$ cat config.mk
export PLATFORM = sky130hd
export DESIGN_NAME = iowd_top
export DESIGN_NICKNAME = d
export VERILOG_FILES = /design/src/core/iowd_pkg.sv /design/src/core/iowd_prescaler.sv /design/src/core/iowd_top.sv
export VERILOG_INCLUDE_DIRS = /design/src /design/src/core
export SDC_FILE = /design/constraint.sdc
export NUM_CORES = 1
export LEC_CHECK = 0
export BUFFER_PORTS_ARGS = -buffer_cell sky130_fd_sc_hd__buf_4
export CAP_MARGIN = 10
export CORE_ASPECT_RATIO = 1.4
export CORE_MARGIN = 2
export CORE_UTILIZATION = 50
export DETAILED_ROUTE_END_ITERATION = 10
export GPL_TIMING_DRIVEN = 0
export PLACE_DENSITY = 0.74
export SETUP_SLACK_MARGIN = 0.05
export SYNTH_ARGS = -nofsm -noshare
export SYNTH_HDL_FRONTEND = slang
export SYNTH_SLANG_ARGS = --single-unit
$ cat constraint.sdc
create_clock -name i_core_clk -period 2.27 [get_ports i_core_clk]
set_input_delay 0.1135 -clock i_core_clk [delete_from_list [all_inputs] [get_ports i_core_clk]]
set_output_delay 0.1135 -clock i_core_clk [all_outputs]
set_load 0.1 [all_outputs]
$ cat src/core/iowd_defs.svh
`ifndef IOWD_DEFS_SVH
`define IOWD_DEFS_SVH

// I/O port addresses of the watchdog.
`define IOWD_DISARM_PORT     16'h0044
`define IOWD_ARM_PORT        16'h0444

// Timeout encoding: seconds are this base minus the written value.
`define IOWD_LEVEL_BASE      8'h80
`define IOWD_LEVEL_MAX       7'h7F

// Tick period and clock period.
`define IOWD_TICK_NS         1000000000
`define IOWD_CLK_NS          40
`define IOWD_TICK_CYCLES     (`IOWD_TICK_NS / `IOWD_CLK_NS)

// Length of the expiry pulse, in clock cycles.
`define IOWD_PULSE_CYCLES    8'h10

// Reset values.
`define IOWD_COUNT_RST       7'h00
`define IOWD_LEVEL_RST       7'h00

`endif

$ cat src/core/iowd_pkg.sv
package iowd_pkg;

  typedef enum logic [2:0] {
    IOWD_IDLE  = 3'b001,
    IOWD_RUN   = 3'b010,
    IOWD_FIRE  = 3'b100
  } iowd_state_t;

  typedef enum logic [1:0] {
    IOWD_MODE_OFF   = 2'b00,
    IOWD_MODE_NMI   = 2'b01,
    IOWD_MODE_RESET = 2'b10
  } iowd_mode_t;

endpackage

$ cat src/core/iowd_prescaler.sv
`timescale 1ns/1ps
`default_nettype none
`include "iowd_defs.svh"

module iowd_prescaler
  import iowd_pkg::*;
#(
  parameter int unsigned TICK_CYCLES = `IOWD_TICK_CYCLES
) (
  input  wire logic i_core_clk,
  input  wire logic i_rst_n,
  input  wire logic i_restart,
  output logic      o_tick
);

  logic [31:0] count;
  wire  logic  at_end = (count == TICK_CYCLES - 1);

  always_ff @(posedge i_core_clk or negedge i_rst_n) begin
    if (!i_rst_n) begin
      count <= 32'h0;
    end else if (i_restart || at_end) begin
      count <= 32'h0;
    end else begin
      count <= count + 32'h1;
    end
  end

  always_ff @(posedge i_core_clk or negedge i_rst_n) begin
    if (!i_rst_n) begin
      o_tick <= 1'b0;
    end else begin
      o_tick <= at_end && !i_restart;
    end
  end

endmodule
`default_nettype wire

$ cat src/core/iowd_top.sv
// How it works
// Inactive after reset until first arming write.
// Write 0x444 arms or restarts the countdown.
// Read 0x044 disarms; nothing fires afterwards.
// Missing refresh before interval ends fires action.
// Interrupt mode: expiry raises NMI channel check.
// Reset mode: expiry drives system reset.
// No mode selected: expiry has no effect.
// Interval programmable to 127 levels.
// Seconds equal 0x80 minus written value.
// Host writes the timeout with every arm.
// Prescaler makes one-second tick; count decrements.
`timescale 1ns/1ps
`default_nettype none
`include "iowd_defs.svh"

module iowd_top
  import iowd_pkg::*;
#(
  parameter int unsigned TICK_CYCLES = `IOWD_TICK_CYCLES
) (
  input  wire logic        i_core_clk,
  input  wire logic        i_rst_n,
  input  wire logic [15:0] i_io_addr,
  input  wire logic [15:0] i_io_wdata,
  input  wire logic        i_io_wr,
  input  wire logic        i_io_rd,
  input  wire logic [1:0]  i_watchdog_mode_select,
  output logic      [15:0] o_io_rdata,
  output logic             o_io_rd_hit,
  output logic             o_nmi_chk,
  output logic             o_sys_reset,
  output logic             o_armed
);

  iowd_state_t state;
  iowd_state_t next_state;
  logic [6:0]  level;
  logic [6:0]  remain;
  logic [7:0]  pulse;
  logic [1:0]  mode_meta;
  logic [1:0]  mode_sync;
  logic        tick;

  // Mode jumper is a board pin, brought in through two flops.
  always_ff @(posedge i_core_clk or negedge i_rst_n) begin
    if (!i_rst_n) begin
      mode_meta <= 2'b00;
      mode_sync <= 2'b00;
    end else begin
      mode_meta <= i_watchdog_mode_select;
      mode_sync <= mode_meta;
    end
  end

  wire logic arm_hit    = i_io_wr && (i_io_addr == `IOWD_ARM_PORT);
  wire logic disarm_hit = i_io_rd && (i_io_addr == `IOWD_DISARM_PORT);
  // Value 0 is outside the 127 levels; it is clamped to the longest interval.
  wire logic [6:0] wr_val   = i_io_wdata[6:0];
  wire logic [6:0] wr_level = (wr_val == 7'h00) ? 7'h01 : wr_val;
  // Seconds = 0x80 - value, so value 0x7F gives 1 and 0x01 gives 127.
  wire logic [7:0] secs_full = `IOWD_LEVEL_BASE - {1'b0, wr_level};
  wire logic [6:0] secs      = secs_full[6:0];
  wire logic expire = (state == IOWD_RUN) && tick && (remain == 7'h01);
  wire logic in_fire = (state == IOWD_FIRE);

  iowd_prescaler #(
    .TICK_CYCLES (TICK_CYCLES)
  ) u_prescaler (
    .i_core_clk (i_core_clk),
    .i_rst_n    (i_rst_n),
    .i_restart  (arm_hit || disarm_hit),
    .o_tick     (tick)
  );

  always_comb begin
    next_state = state;
    case (state)
      IOWD_IDLE: begin
        if (arm_hit) begin
          next_state = IOWD_RUN;
        end
      end
      IOWD_RUN: begin
        if (disarm_hit) begin
          next_state = IOWD_IDLE;
        end else if (arm_hit) begin
          next_state = IOWD_RUN;
        end else if (expire) begin
          next_state = IOWD_FIRE;
        end
      end
      IOWD_FIRE: begin
        if (disarm_hit) begin
          next_state = IOWD_IDLE;
        end else if (arm_hit) begin
          next_state = IOWD_RUN;
        end else if (pulse == 8'h01) begin
          next_state = IOWD_IDLE;
        end
      end
      default: begin
        next_state = IOWD_IDLE;
      end
    endcase
  end

  always_ff @(posedge i_core_clk or negedge i_rst_n) begin
    if (!i_rst_n) begin
      state <= IOWD_IDLE;
    end else begin
      state <= next_state;
    end
  end

  always_ff @(posedge i_core_clk or negedge i_rst_n) begin
    if (!i_rst_n) begin
      level  <= `IOWD_LEVEL_RST;
      remain <= `IOWD_COUNT_RST;
    end else if (arm_hit && !disarm_hit) begin
      level  <= wr_level;
      remain <= secs;
    end else if ((state == IOWD_RUN) && tick && (remain != 7'h00)) begin
      remain <= remain - 7'h01;
    end
  end

  always_ff @(posedge i_core_clk or negedge i_rst_n) begin
    if (!i_rst_n) begin
      pulse <= 8'h00;
    end else if (expire) begin
      pulse <= `IOWD_PULSE_CYCLES;
    end else if (in_fire && (pulse != 8'h00)) begin
      pulse <= pulse - 8'h01;
    end
  end

  // Outputs come from flops; the mode gates which line, if any, fires.
  always_ff @(posedge i_core_clk or negedge i_rst_n) begin
    if (!i_rst_n) begin
      o_nmi_chk   <= 1'b0;
      o_sys_reset <= 1'b0;
    end else begin
      o_nmi_chk   <= (next_state == IOWD_FIRE) && (mode_sync == IOWD_MODE_NMI);
      o_sys_reset <= (next_state == IOWD_FIRE) && (mode_sync == IOWD_MODE_RESET);
    end
  end

  // The disarm read returns the loaded value and the seconds still left.
  always_ff @(posedge i_core_clk or negedge i_rst_n) begin
    if (!i_rst_n) begin
      o_io_rdata <= 16'h0000;
    end else if (disarm_hit) begin
      o_io_rdata <= {1'b0, remain, 1'b0, level};
    end
  end

  assign o_io_rd_hit = disarm_hit;
  assign o_armed     = (state != IOWD_IDLE);

endmodule
`default_nettype wire

* Word level (Yosys, flattened, before mapping)
Cells that the tools add are included.
** Word-level totals
- Flip-flop bits (word level) :: 78
- Input bits :: 38
- Output and inout bits :: 20
- Logic and storage cells :: 60
** Operators by class
- Add/sub/neg operators :: 4
- Equality and inequality tests :: 12
- Muxes and demuxes :: 14
- Reduce and logical (&&, ||, !) cells :: 19
** Operator list (count)
- $add A32 B1 Y32 const B :: 1
- $eq A32 B25 Y1 const B :: 1
- $mux W32 :: 1
- $mux W3 :: 7
- $mux W7 :: 3
- $eq A16 B11 Y1 const B :: 1
- $eq A16 B7 Y1 const B :: 1
- $mux W8 :: 2
- $logic_and A1 B1 Y1 :: 10
- $pmux W3 S3 :: 1
- $eq A8 B1 Y1 const B :: 1
- $reduce_bool A8 Y1 :: 1
- $sub A8 B1 Y8 const B :: 1
- $eq A7 B1 Y1 const B :: 1
- $logic_not A7 Y1 :: 1
- $reduce_bool A7 Y1 :: 1
- $sub A1 B7 Y7 const A :: 1
- $sub A7 B1 Y7 const B :: 1
- $eq A3 B3 Y1 const B :: 2
- $reduce_bool A2 Y1 :: 2
- $eq A3 B1 Y1 const B :: 1
- $eq A3 B2 Y1 const B :: 1
- $ne A3 B1 Y1 const B :: 1
- $eq A2 B1 Y1 const B :: 1
- other kinds (3) :: 5

* Depth between registers and ports, before layout
Gate-level depths: netlist of the first run.
- Word-level depth :: 9
- Mapped depth :: 9
- Mapped depth without buffers :: 9

* By module
From an unflattened synthesis of the first run, not the netlist that was laid out.
** Unflattened totals
- Cell total of the unflattened synthesis :: 402
- Area, all modules :: 4119.0 µm²
** Modules (own cells, without submodules)
- iowd_top :: times used 1, cells each 206, area each 2327.2 µm², sequential area each 1127.3 µm²
- iowd_prescaler :: times used 1, cells each 196, area each 1791.7 µm², sequential area each 825.8 µm²

* Least setup slack after synthesis of the first run
Ideal clock, no wire load.
- Path type :: input to output
- From :: input port i_io_addr[13]
- To :: output port o_io_rd_hit
- Arrival :: 1.824 ns
- Required time :: 2.156 ns
- Slack :: 0.333 ns
- Stages on the path :: 3
- Buffers on the path :: 0
- Path through :: nor4b_1 -> nand4_1 -> nor2_1
** Between the ends
- Cells in the longest elaborated chain, start to end :: 2
** RTL lines
- from (decl) :: line iowd_top.sv:24 : input wire logic [15:0] i_io_addr,
- $eq A16 B7 Y1 (no line)
- $logic_and A1 B1 Y1 :: line iowd_top.sv:57 : wire logic disarm_hit = i_io_rd && (i_io_addr == `IOWD_DISARM_PORT);
- to (decl) :: line iowd_top.sv:30 : output logic o_io_rd_hit,
Every way passes these cells.

* Worst setup path after layout of the first run
- From :: input port i_io_wdata[5]
- To :: register remain[4]
** Between the ends
- Cells in the longest elaborated chain, start to end :: 4
** RTL lines
- from (decl) :: line iowd_top.sv:25 : input wire logic [15:0] i_io_wdata,
- $logic_not A7 Y1 :: line iowd_top.sv:60 : wire logic [6:0] wr_level = (wr_val == 7'h00) ? 7'h01 : wr_val;
- $mux W7 :: line iowd_top.sv:60
- $sub A1 B7 Y7 (no line)
- $mux W7 :: line iowd_top.sv:120 : end else if (arm_hit && !disarm_hit) begin
- to (signal assigned) :: line iowd_top.sv:119 : remain <= `IOWD_COUNT_RST;
- to (signal assigned) :: line iowd_top.sv:122 : remain <= secs;
- to (signal assigned) :: line iowd_top.sv:124 : remain <= remain - 7'h01;
- to (decl) :: line iowd_top.sv:39 : logic [6:0] remain;
Every way passes these cells.
A chain may end at the register's enable or synchronous reset.

==> results of run 1 <==
registers in the layout, indices dropped and copies added, names as in the netlist:
register and cells:
pulse 8, remain 7, level 7, o_nmi_chk 1, mode_sync 2, u_prescaler.o_tick 1
state 3, u_prescaler.count 32, o_sys_reset 1, o_io_rdata 14, mode_meta 2
routing by layer:
layer  global-route usage (%)  part of all wire, %  wire length, um  up-vias
met5                        0                    0                0        -
met4                     7.02                  1.8              142        0
met3                     3.81                  2.7              213       16
met2                     36.8                   55             4310       47
met1                     22.1                   41             3210     1486
li1                         -                    -                -     1458
cell usage in the layout, fill, tap and decap left out, drive strengths merged, types with 6 or more instances in the layout:
master       count
a21oi            7
and3            14
buf             54
clkbuf          17
dfrtp           77
dlygate4sd3      6
ha               8
inv             10
mux2            14
nand2           29
nand3           22
nand4           17
nor2            54
nor3            13
nor4            10
nor4b            6
o21ai            7
xnor2           14
xor2            28
power by group through the flow:
| stage | Clock, mW | Combinational (mW) | Sequential [mW] |
|---|---|---|---|
| finish | 1.20 | 0.159 | 1.48 |
| CTS | 1.22 | 0.162 | 1.48 |
| global route | 1.28 | 0.181 | 1.48 |
| detailed placement | 0 | 0.153 | 1.50 |
| global placement | 0 | 0.149 | 1.50 |
| floorplan | 0 | 0.0709 | 1.49 |
cells by family (layout without fill, tap and decap cells):
kind of cell / Yosys count / count (layout) / synth area share [%]
simple gates: 188 / 188 / 26.2
mux: 16 / 16 / 4.51
fa+ha+maj: 8 / 8 / 2.54
other cells: 1 / 2 / 0.0951
buf+inv: 22 / 90 / 3.08
xor+xnor: 42 / 42 / 9.33
compound gates: 26 / 26 / 4.70
flops: 78 / 78 / 49.6
worst max path at each step:
stage	startpoint	end	slack, ns	depth (start not counted)
2_1_floorplan	i_io_addr[13]	o_io_rd_hit	0.33	3
3_3_place_gp	i_io_addr[1]	o_io_rdata[6]	0.21	6
3_5_place_dp	i_io_addr[1]	o_io_rdata[14]	0.13	6
4_1_cts	i_io_wdata[5]	remain[4]	0.23	10
5_1_grt	i_io_wdata[5]	remain[4]	0.12	10
6_report	i_io_wdata[5]	remain[4]	0.22	10
final cells by class:
| cell class | count | area [um2] | share of cell area, % |
|---|---|---|---|
| multi-input cells | 282 | 1870 | 39.7 |
| clock buffers | 13 | 169 | 3.59 |
| flip-flops and latches | 78 | 1950 | 41.5 |
| clock inverters | 3 | 65.1 | 1.38 |
| inverters | 10 | 37.5 | 0.797 |
| well taps | 100 | 125 | 2.66 |
| repair buffers | 52 | 405 | 8.61 |
| plain buffers | 12 | 83.8 | 1.78 |
worst min-delay path: stages:
cell	delay [ns]
buf_4	0.11
nand2_1	0.05
nand2_1	0.06
repair_timing:
item,4_1_cts,5_1_grt
hold buffers,6,0
endpoints found under the hold margin,82,0
setup endpoints to repair,0,0
stage by stage:
step                setup WS [ns]  util [%]  area (um2)  hold WS [ns]
CTS                         0.225      61.1        4710       0.00401
global route                0.125      61.1        4710        0.0192
finish                      0.222      61.1        4710        0.0204
global placement            0.213      57.3        4420         0.224
detailed placement          0.132      57.3        4420         0.225
floorplan                   0.333         -        3950        -0.182
==> impl_metrics.yaml, run 1 <==
status:
  status: "finished clean"
synthesis:
  synth-async-reset-ratio_pct: 100
  synth_commonest_cells: "dfrtp_1 (77), nor2_1 (53), nand2_1 (29)"
  ys.flop_type: "dfrtp_1"
  yosys_warnings: 0
  ys_types: 50
  synthCells: 381
  synth_area_leaders: "dfrtp_1 (49%), xor2_1 (6.2%), nor2_1 (5.0%)"
  yosys.area.top_type: "dfrtp_1"
  postSynthAreaPerCell_um2: 10.3
  yosysSeqAreaShare_pct: 49.6
  synth-edff-count: 0
  synth_area_um2: 3940
  yosysMostFrequentCell: "dfrtp_1"
  synth_seq_cells: 78
  yosysTopAreaCellShare_pct: 48.9
timing:
  rsz0062_at_grt: "false"
  setup_violations: 0
  slew_headroom_pct: 35.4
  fmax_mhz: 488
  hold_viol: 0
  tns_ns: 0
  skew_ns: 0.0113
  worst_pin_slew_ns: 0.969
  fin_crit_sh_pct: 90.2
  maxSlewViolCount: 0
  layout_min_cycle_time_ns: 2.05
cells_and_area:
  stdcell_count: 550
  syn_to_final_growth_pct: 19.5
  fillers: 655
  final_layout_size_suffix_gt1_share_pct: 18.0
  n_antenna_cell: 0
  final_net_count: 491
floorplanning:
  fp.dieW_um: 79.0
  fp-row-count: 38
  fp.dieArea_um2: 8620
  core-area_um2: 7700
  die_y_um: 109
  floorplan.initialDensity_pct: 51.2
  io_pins: 58
placed_design:
  finalWeightedCongestion: 0.855
  numPortBuffers: 46
  dp_cells: 528
  dpl.hpwl_mm: 5.63
setup_path:
  crit-reg2reg-launch: "remain[0]"
  cp_max_fo: 4
  critical_path.top_delay_family: "simple AND/OR/NAND/NOR gates"
  ff2ff_path_depth: 7
  cp_slowest_stage_delay_ns: 0.54
  rrSetupSlack_ns: 0.30
  r2r-end: "remain[2]"
  cp_cell_sequence: "dlygate4sd3_1 > buf_4 > or4_1 > nor3_1 > nor2_1 > ha_1 > inv_1 > or3_1 > xnor2_1 > a21oi_1"
  worst-path-buf-inv: 3
  critical_path.endpoint_type: "flip-flop"
  crit_type: "in -> reg"
  startpoint_type: "primary input"
  crit_required_ns: 2.49
  worst_ep_arrival_time_ns: 2.27
  cp_slowest_cell: "dlygate4sd3_1"
grt:
  grt_use_total_pct: 19.7
  antenna_found_initial: 0
  grt_max_degree: 79
  grt.overflow.total: 0
  grt_pass1_vias: 3047
  grt_first_pass_wirelength_mm: 13.5
run:
  cap_viol_max_count: 0
route:
  drt_pass1_iterations: 4
  vias: 3007
  drc: 0
  wl_per_cell_um: 14.3
  viasPerCell: 5.47
  routed_wl_mm: 7.87
  drt_iter0_markers: 123
  ant_nets: 0
power_and_ir_drop:
  p_int_mw: 2.21
  comb_power_share_pct: 5.6
  swShare_pct: 22.1
  p_sw_mw: 0.625
  design_power_total_mw: 2.83
  power_density_nw_per_um2: 601
  leakagePower_nw: 2.29
  p_seq_share_pct: 52.2
  ir_drop_mv: 0.554
  pwr-share-clk_pct: 42.2
clock_network:
  clk_pin_slew_worst_paths_ns: 0.08
  htreeDepth: 3
  cts_sinks: 78
  cts_root_buf: "clkbuf_8"
  clockBufferDepth: 2
  post_cts_buffers: 0
  cts_resized: 0
  cts_buffers: 9
  worstSkewPairLatency_ns: 0.35
  cts_tree: "yes"
hold_path:
  whs_path_depth: 3
  min-delay-start: "i_io_wdata[2]"
  min_path_type: "in -> reg"
  hold_path_end: "level[2]"
(Power assumes the default switching activity.)
==> run 2, diff against run 1 <==
--- a/config.mk
+++ b/config.mk
@@ -17,4 +17,5 @@
 export SETUP_SLACK_MARGIN = 0.05
 export SYNTH_ARGS = -nofsm -noshare
 export SYNTH_HDL_FRONTEND = slang
+export SYNTH_HIERARCHICAL = 1
 export SYNTH_SLANG_ARGS = --single-unit
==> impl_metrics.yaml, run 2 <==
cells_and_area:
  largest_register: "u_prescaler/count"
  largest_reg_flops: 32
  final_net_count: 512
  postLayoutCoreUtil_pct: 61.2
  layout_commonest_cell: "dfrtp_1"
  layout_common_cells: "dfrtp_1 (75), buf_4 (53), nand2_1 (23), nor2_1 (23), a21oi_1 (21)"
  fillers: 689
  top_regs: "u_prescaler/count x32, o_io_rdata x14, pulse x8"
  final_layout_size_suffix_gt1_share_pct: 26.5
  n_antenna_cell: 0
  syn_to_final_growth_pct: 20.4
grt:
  grt.overflow.total: 0
  antenna_found_initial: 0
  use_met3_pct: 4.54
  grt_max_degree: 79
  use_met2_pct: 38.1
  met1_usage_pct: 24.8
  top_usage_layer: "met2"
  grt_first_pass_wirelength_mm: 15.3
  grt_use_total_pct: 21.8
  grt_pass1_vias: 3382
timing:
  hold_viol: 0
  maxSlewViolCount: 0
  skew_ns: 0.00781
  fin_crit_sh_pct: 94.4
  holdWs_ns: 0.0597
  rsz0062_at_grt: "true"
  fmax_mhz: 467
  slew_headroom_pct: 34.8
  layout_min_cycle_time_ns: 2.14
  setup_violations: 0
  tns_ns: 0
  worst_pin_slew_ns: 0.978
synthesis:
  synth_area_um2: 4120
  synth_seq_cells: 78
  synth_commonest_cells: "dfrtp_1 (77), nand2_1 (23), nor2_1 (23)"
  synthCells: 402
  yosys_warnings: 6
  yosysMostFrequentCell: "dfrtp_1"
  yosysTopAreaCellShare_pct: 46.8
  ys_types: 61
  synth-edff-count: 0
  synth-async-reset-ratio_pct: 100
  yosysSeqAreaShare_pct: 47.4
  yosys.area.top_type: "dfrtp_1"
  ys.flop_type: "dfrtp_1"
  synth_area_leaders: "dfrtp_1 (47%), mux2_2 (5.2%), xnor2_1 (3.0%)"
  postSynthAreaPerCell_um2: 10.2
clock_network:
  worstSkewPairLatency_ns: 0.34
  htreeDepth: 3
  cts_buffers: 9
  clk_pin_slew_worst_paths_ns: 0.05
  clockBufferDepth: 2
  cts_tree: "yes"
  cts_sinks: 78
  cts_root_buf: "clkbuf_16"
route:
  viasPerCell: 5.82
  drc: 0
  drt_iter0_markers: 181
  ant_nets: 0
  wl_per_cell_um: 15.8
  drt_pass1_iterations: 5
  routed_wl_mm: 9.08
  vias: 3334
power_and_ir_drop:
  pwr-share-clk_pct: 43.8
  power_density_nw_per_um2: 625
  ir_drop_mv: 0.410
  comb_power_share_pct: 7.3
  p_seq_share_pct: 48.9
  p_sw_mw: 0.758
  p_int_mw: 2.34
  swShare_pct: 24.5
  leakagePower_nw: 2.18
floorplanning:
  fp.dieArea_um2: 8990
  die_y_um: 111
  floorplan.initialDensity_pct: 50.8
  fp-row-count: 39
  fp.dieW_um: 80.7
  io_pins: 58
  core-area_um2: 8100
placed_design:
  dpl.hpwl_mm: 6.36
  numPortBuffers: 46
  finalWeightedCongestion: 0.848
hold_path:
  min_path_type: "in -> reg"
setup_path:
  startpoint_type: "flip-flop"
  crit_required_ns: 2.53
  worst_ep_arrival_time_ns: 2.40
  cp_max_fo: 10
  crit_type: "reg -> reg"
  critical_path.endpoint_type: "flip-flop"
status:
  status: "finished clean"
run:
  cap_viol_max_count: 0
[run 2: cell count changes after synthesis, moves of 7 or more]
cell     change
nor4_1       +7
o21ai_0     +16
nand3_1      -9
xor2_1      -21
o31ai_1      +8
nor2_1      -30
buf_2        +7
inv_1        +8
mux2_2      +19
a21oi_1     +14
and3_1       -9
mux2_1      -14
[run 2: cell families after synthesis]
group,after synthesis,synth area share (%)
buf+inv,37,3.98
other cells,1,0.0910
fa+ha+maj,8,2.43
simple gates,158,23.0
flops,78,47.4
mux,27,7.14
compound gates,72,11.5
xor+xnor,21,4.47
[run 2: power by group through the flow]
stage | clock network, mW | logic [mW] | registers, mW
5_1_grt | 1.43 | 0.257 | 1.53
3_5_place_dp | 0 | 0.208 | 1.54
2_1_floorplan | 0 | 0.115 | 1.52
6_report | 1.36 | 0.225 | 1.52
3_3_place_gp | 0 | 0.201 | 1.54
4_1_cts | 1.38 | 0.213 | 1.51
[run 2: worst max-delay path, stage by stage (launching register included)]
cell and delay (ns):
dfrtp_2 0.41, nand4_1 0.17, buf_2 0.23, or4_4 0.57
buf_2 0.20, or3_1 0.35, a21oi_1 0.14
[run 2: cell type report]
cell class              instances  area (um2)  share of cell area [%]
clock buffers                  13         260                    5.25
clock inverters                 3        18.8                   0.379
well taps                     102         128                    2.57
flip-flops and latches         78        1960                    39.4
multi-input cells             288        2020                    40.8
plain buffers                  17        91.3                    1.84
repair buffers                 54         413                    8.33
inverters                      18        67.6                    1.36
[run 2: through the flow]
| step | power (mW) | instances | instance area [um2] | setup slack (ns) |
|---|---|---|---|---|
| after global placement | 1.74 | 551 | 4600 | -0.436 |
| final | 3.10 | 573 | 4960 | 0.128 |
| after floorplan | 1.63 | 403 | 4120 | 0.134 |
| after global routing | 3.21 | 573 | 4960 | 0.0383 |
| after detailed placement | 1.75 | 551 | 4600 | -0.509 |
| after CTS | 3.11 | 568 | 4910 | 0.0710 |
[run 2: worst paths after layout]
check / end / slack (ns) / depth (start not counted) / from
max reg2reg: u_prescaler/count[26] / 0.13 / 6 / u_prescaler/count[2]
max in group asynchronous: u_prescaler/count[2] / 1.13 / 2 / i_rst_n
min in group asynchronous: o_sys_reset / 0.46 / 2 / i_rst_n
max: u_prescaler/count[26] / 0.13 / 6 / u_prescaler/count[2]
min reg2reg: mode_sync[0] / 0.35 / 0 / mode_meta[0]
min: level[5] / 0.06 / 2 / i_io_wdata[5]
[run 2: what timing repair did]
| action | in CTS | in global routing |
|---|---|---|
| pin swaps | 0 | 2 |
| resized for setup | 3 | 4 |
| hold buffers | 3 | 0 |
| setup endpoints to repair | 20 | 24 |
| cloned | 0 | 0 |
| hold endpoints to repair | 79 | 0 |
| buffers inserted | 0 | 5 |
[run 2: routing by layer]
| layer | part of all wire (%) | wire length [um] |
|---|---|---|
| met4 | 2.2 | 201 |
| met2 | 53 | 4820 |
| met1 | 40 | 3620 |
| met5 | 0 | 0 |
| met3 | 4.8 | 438 |
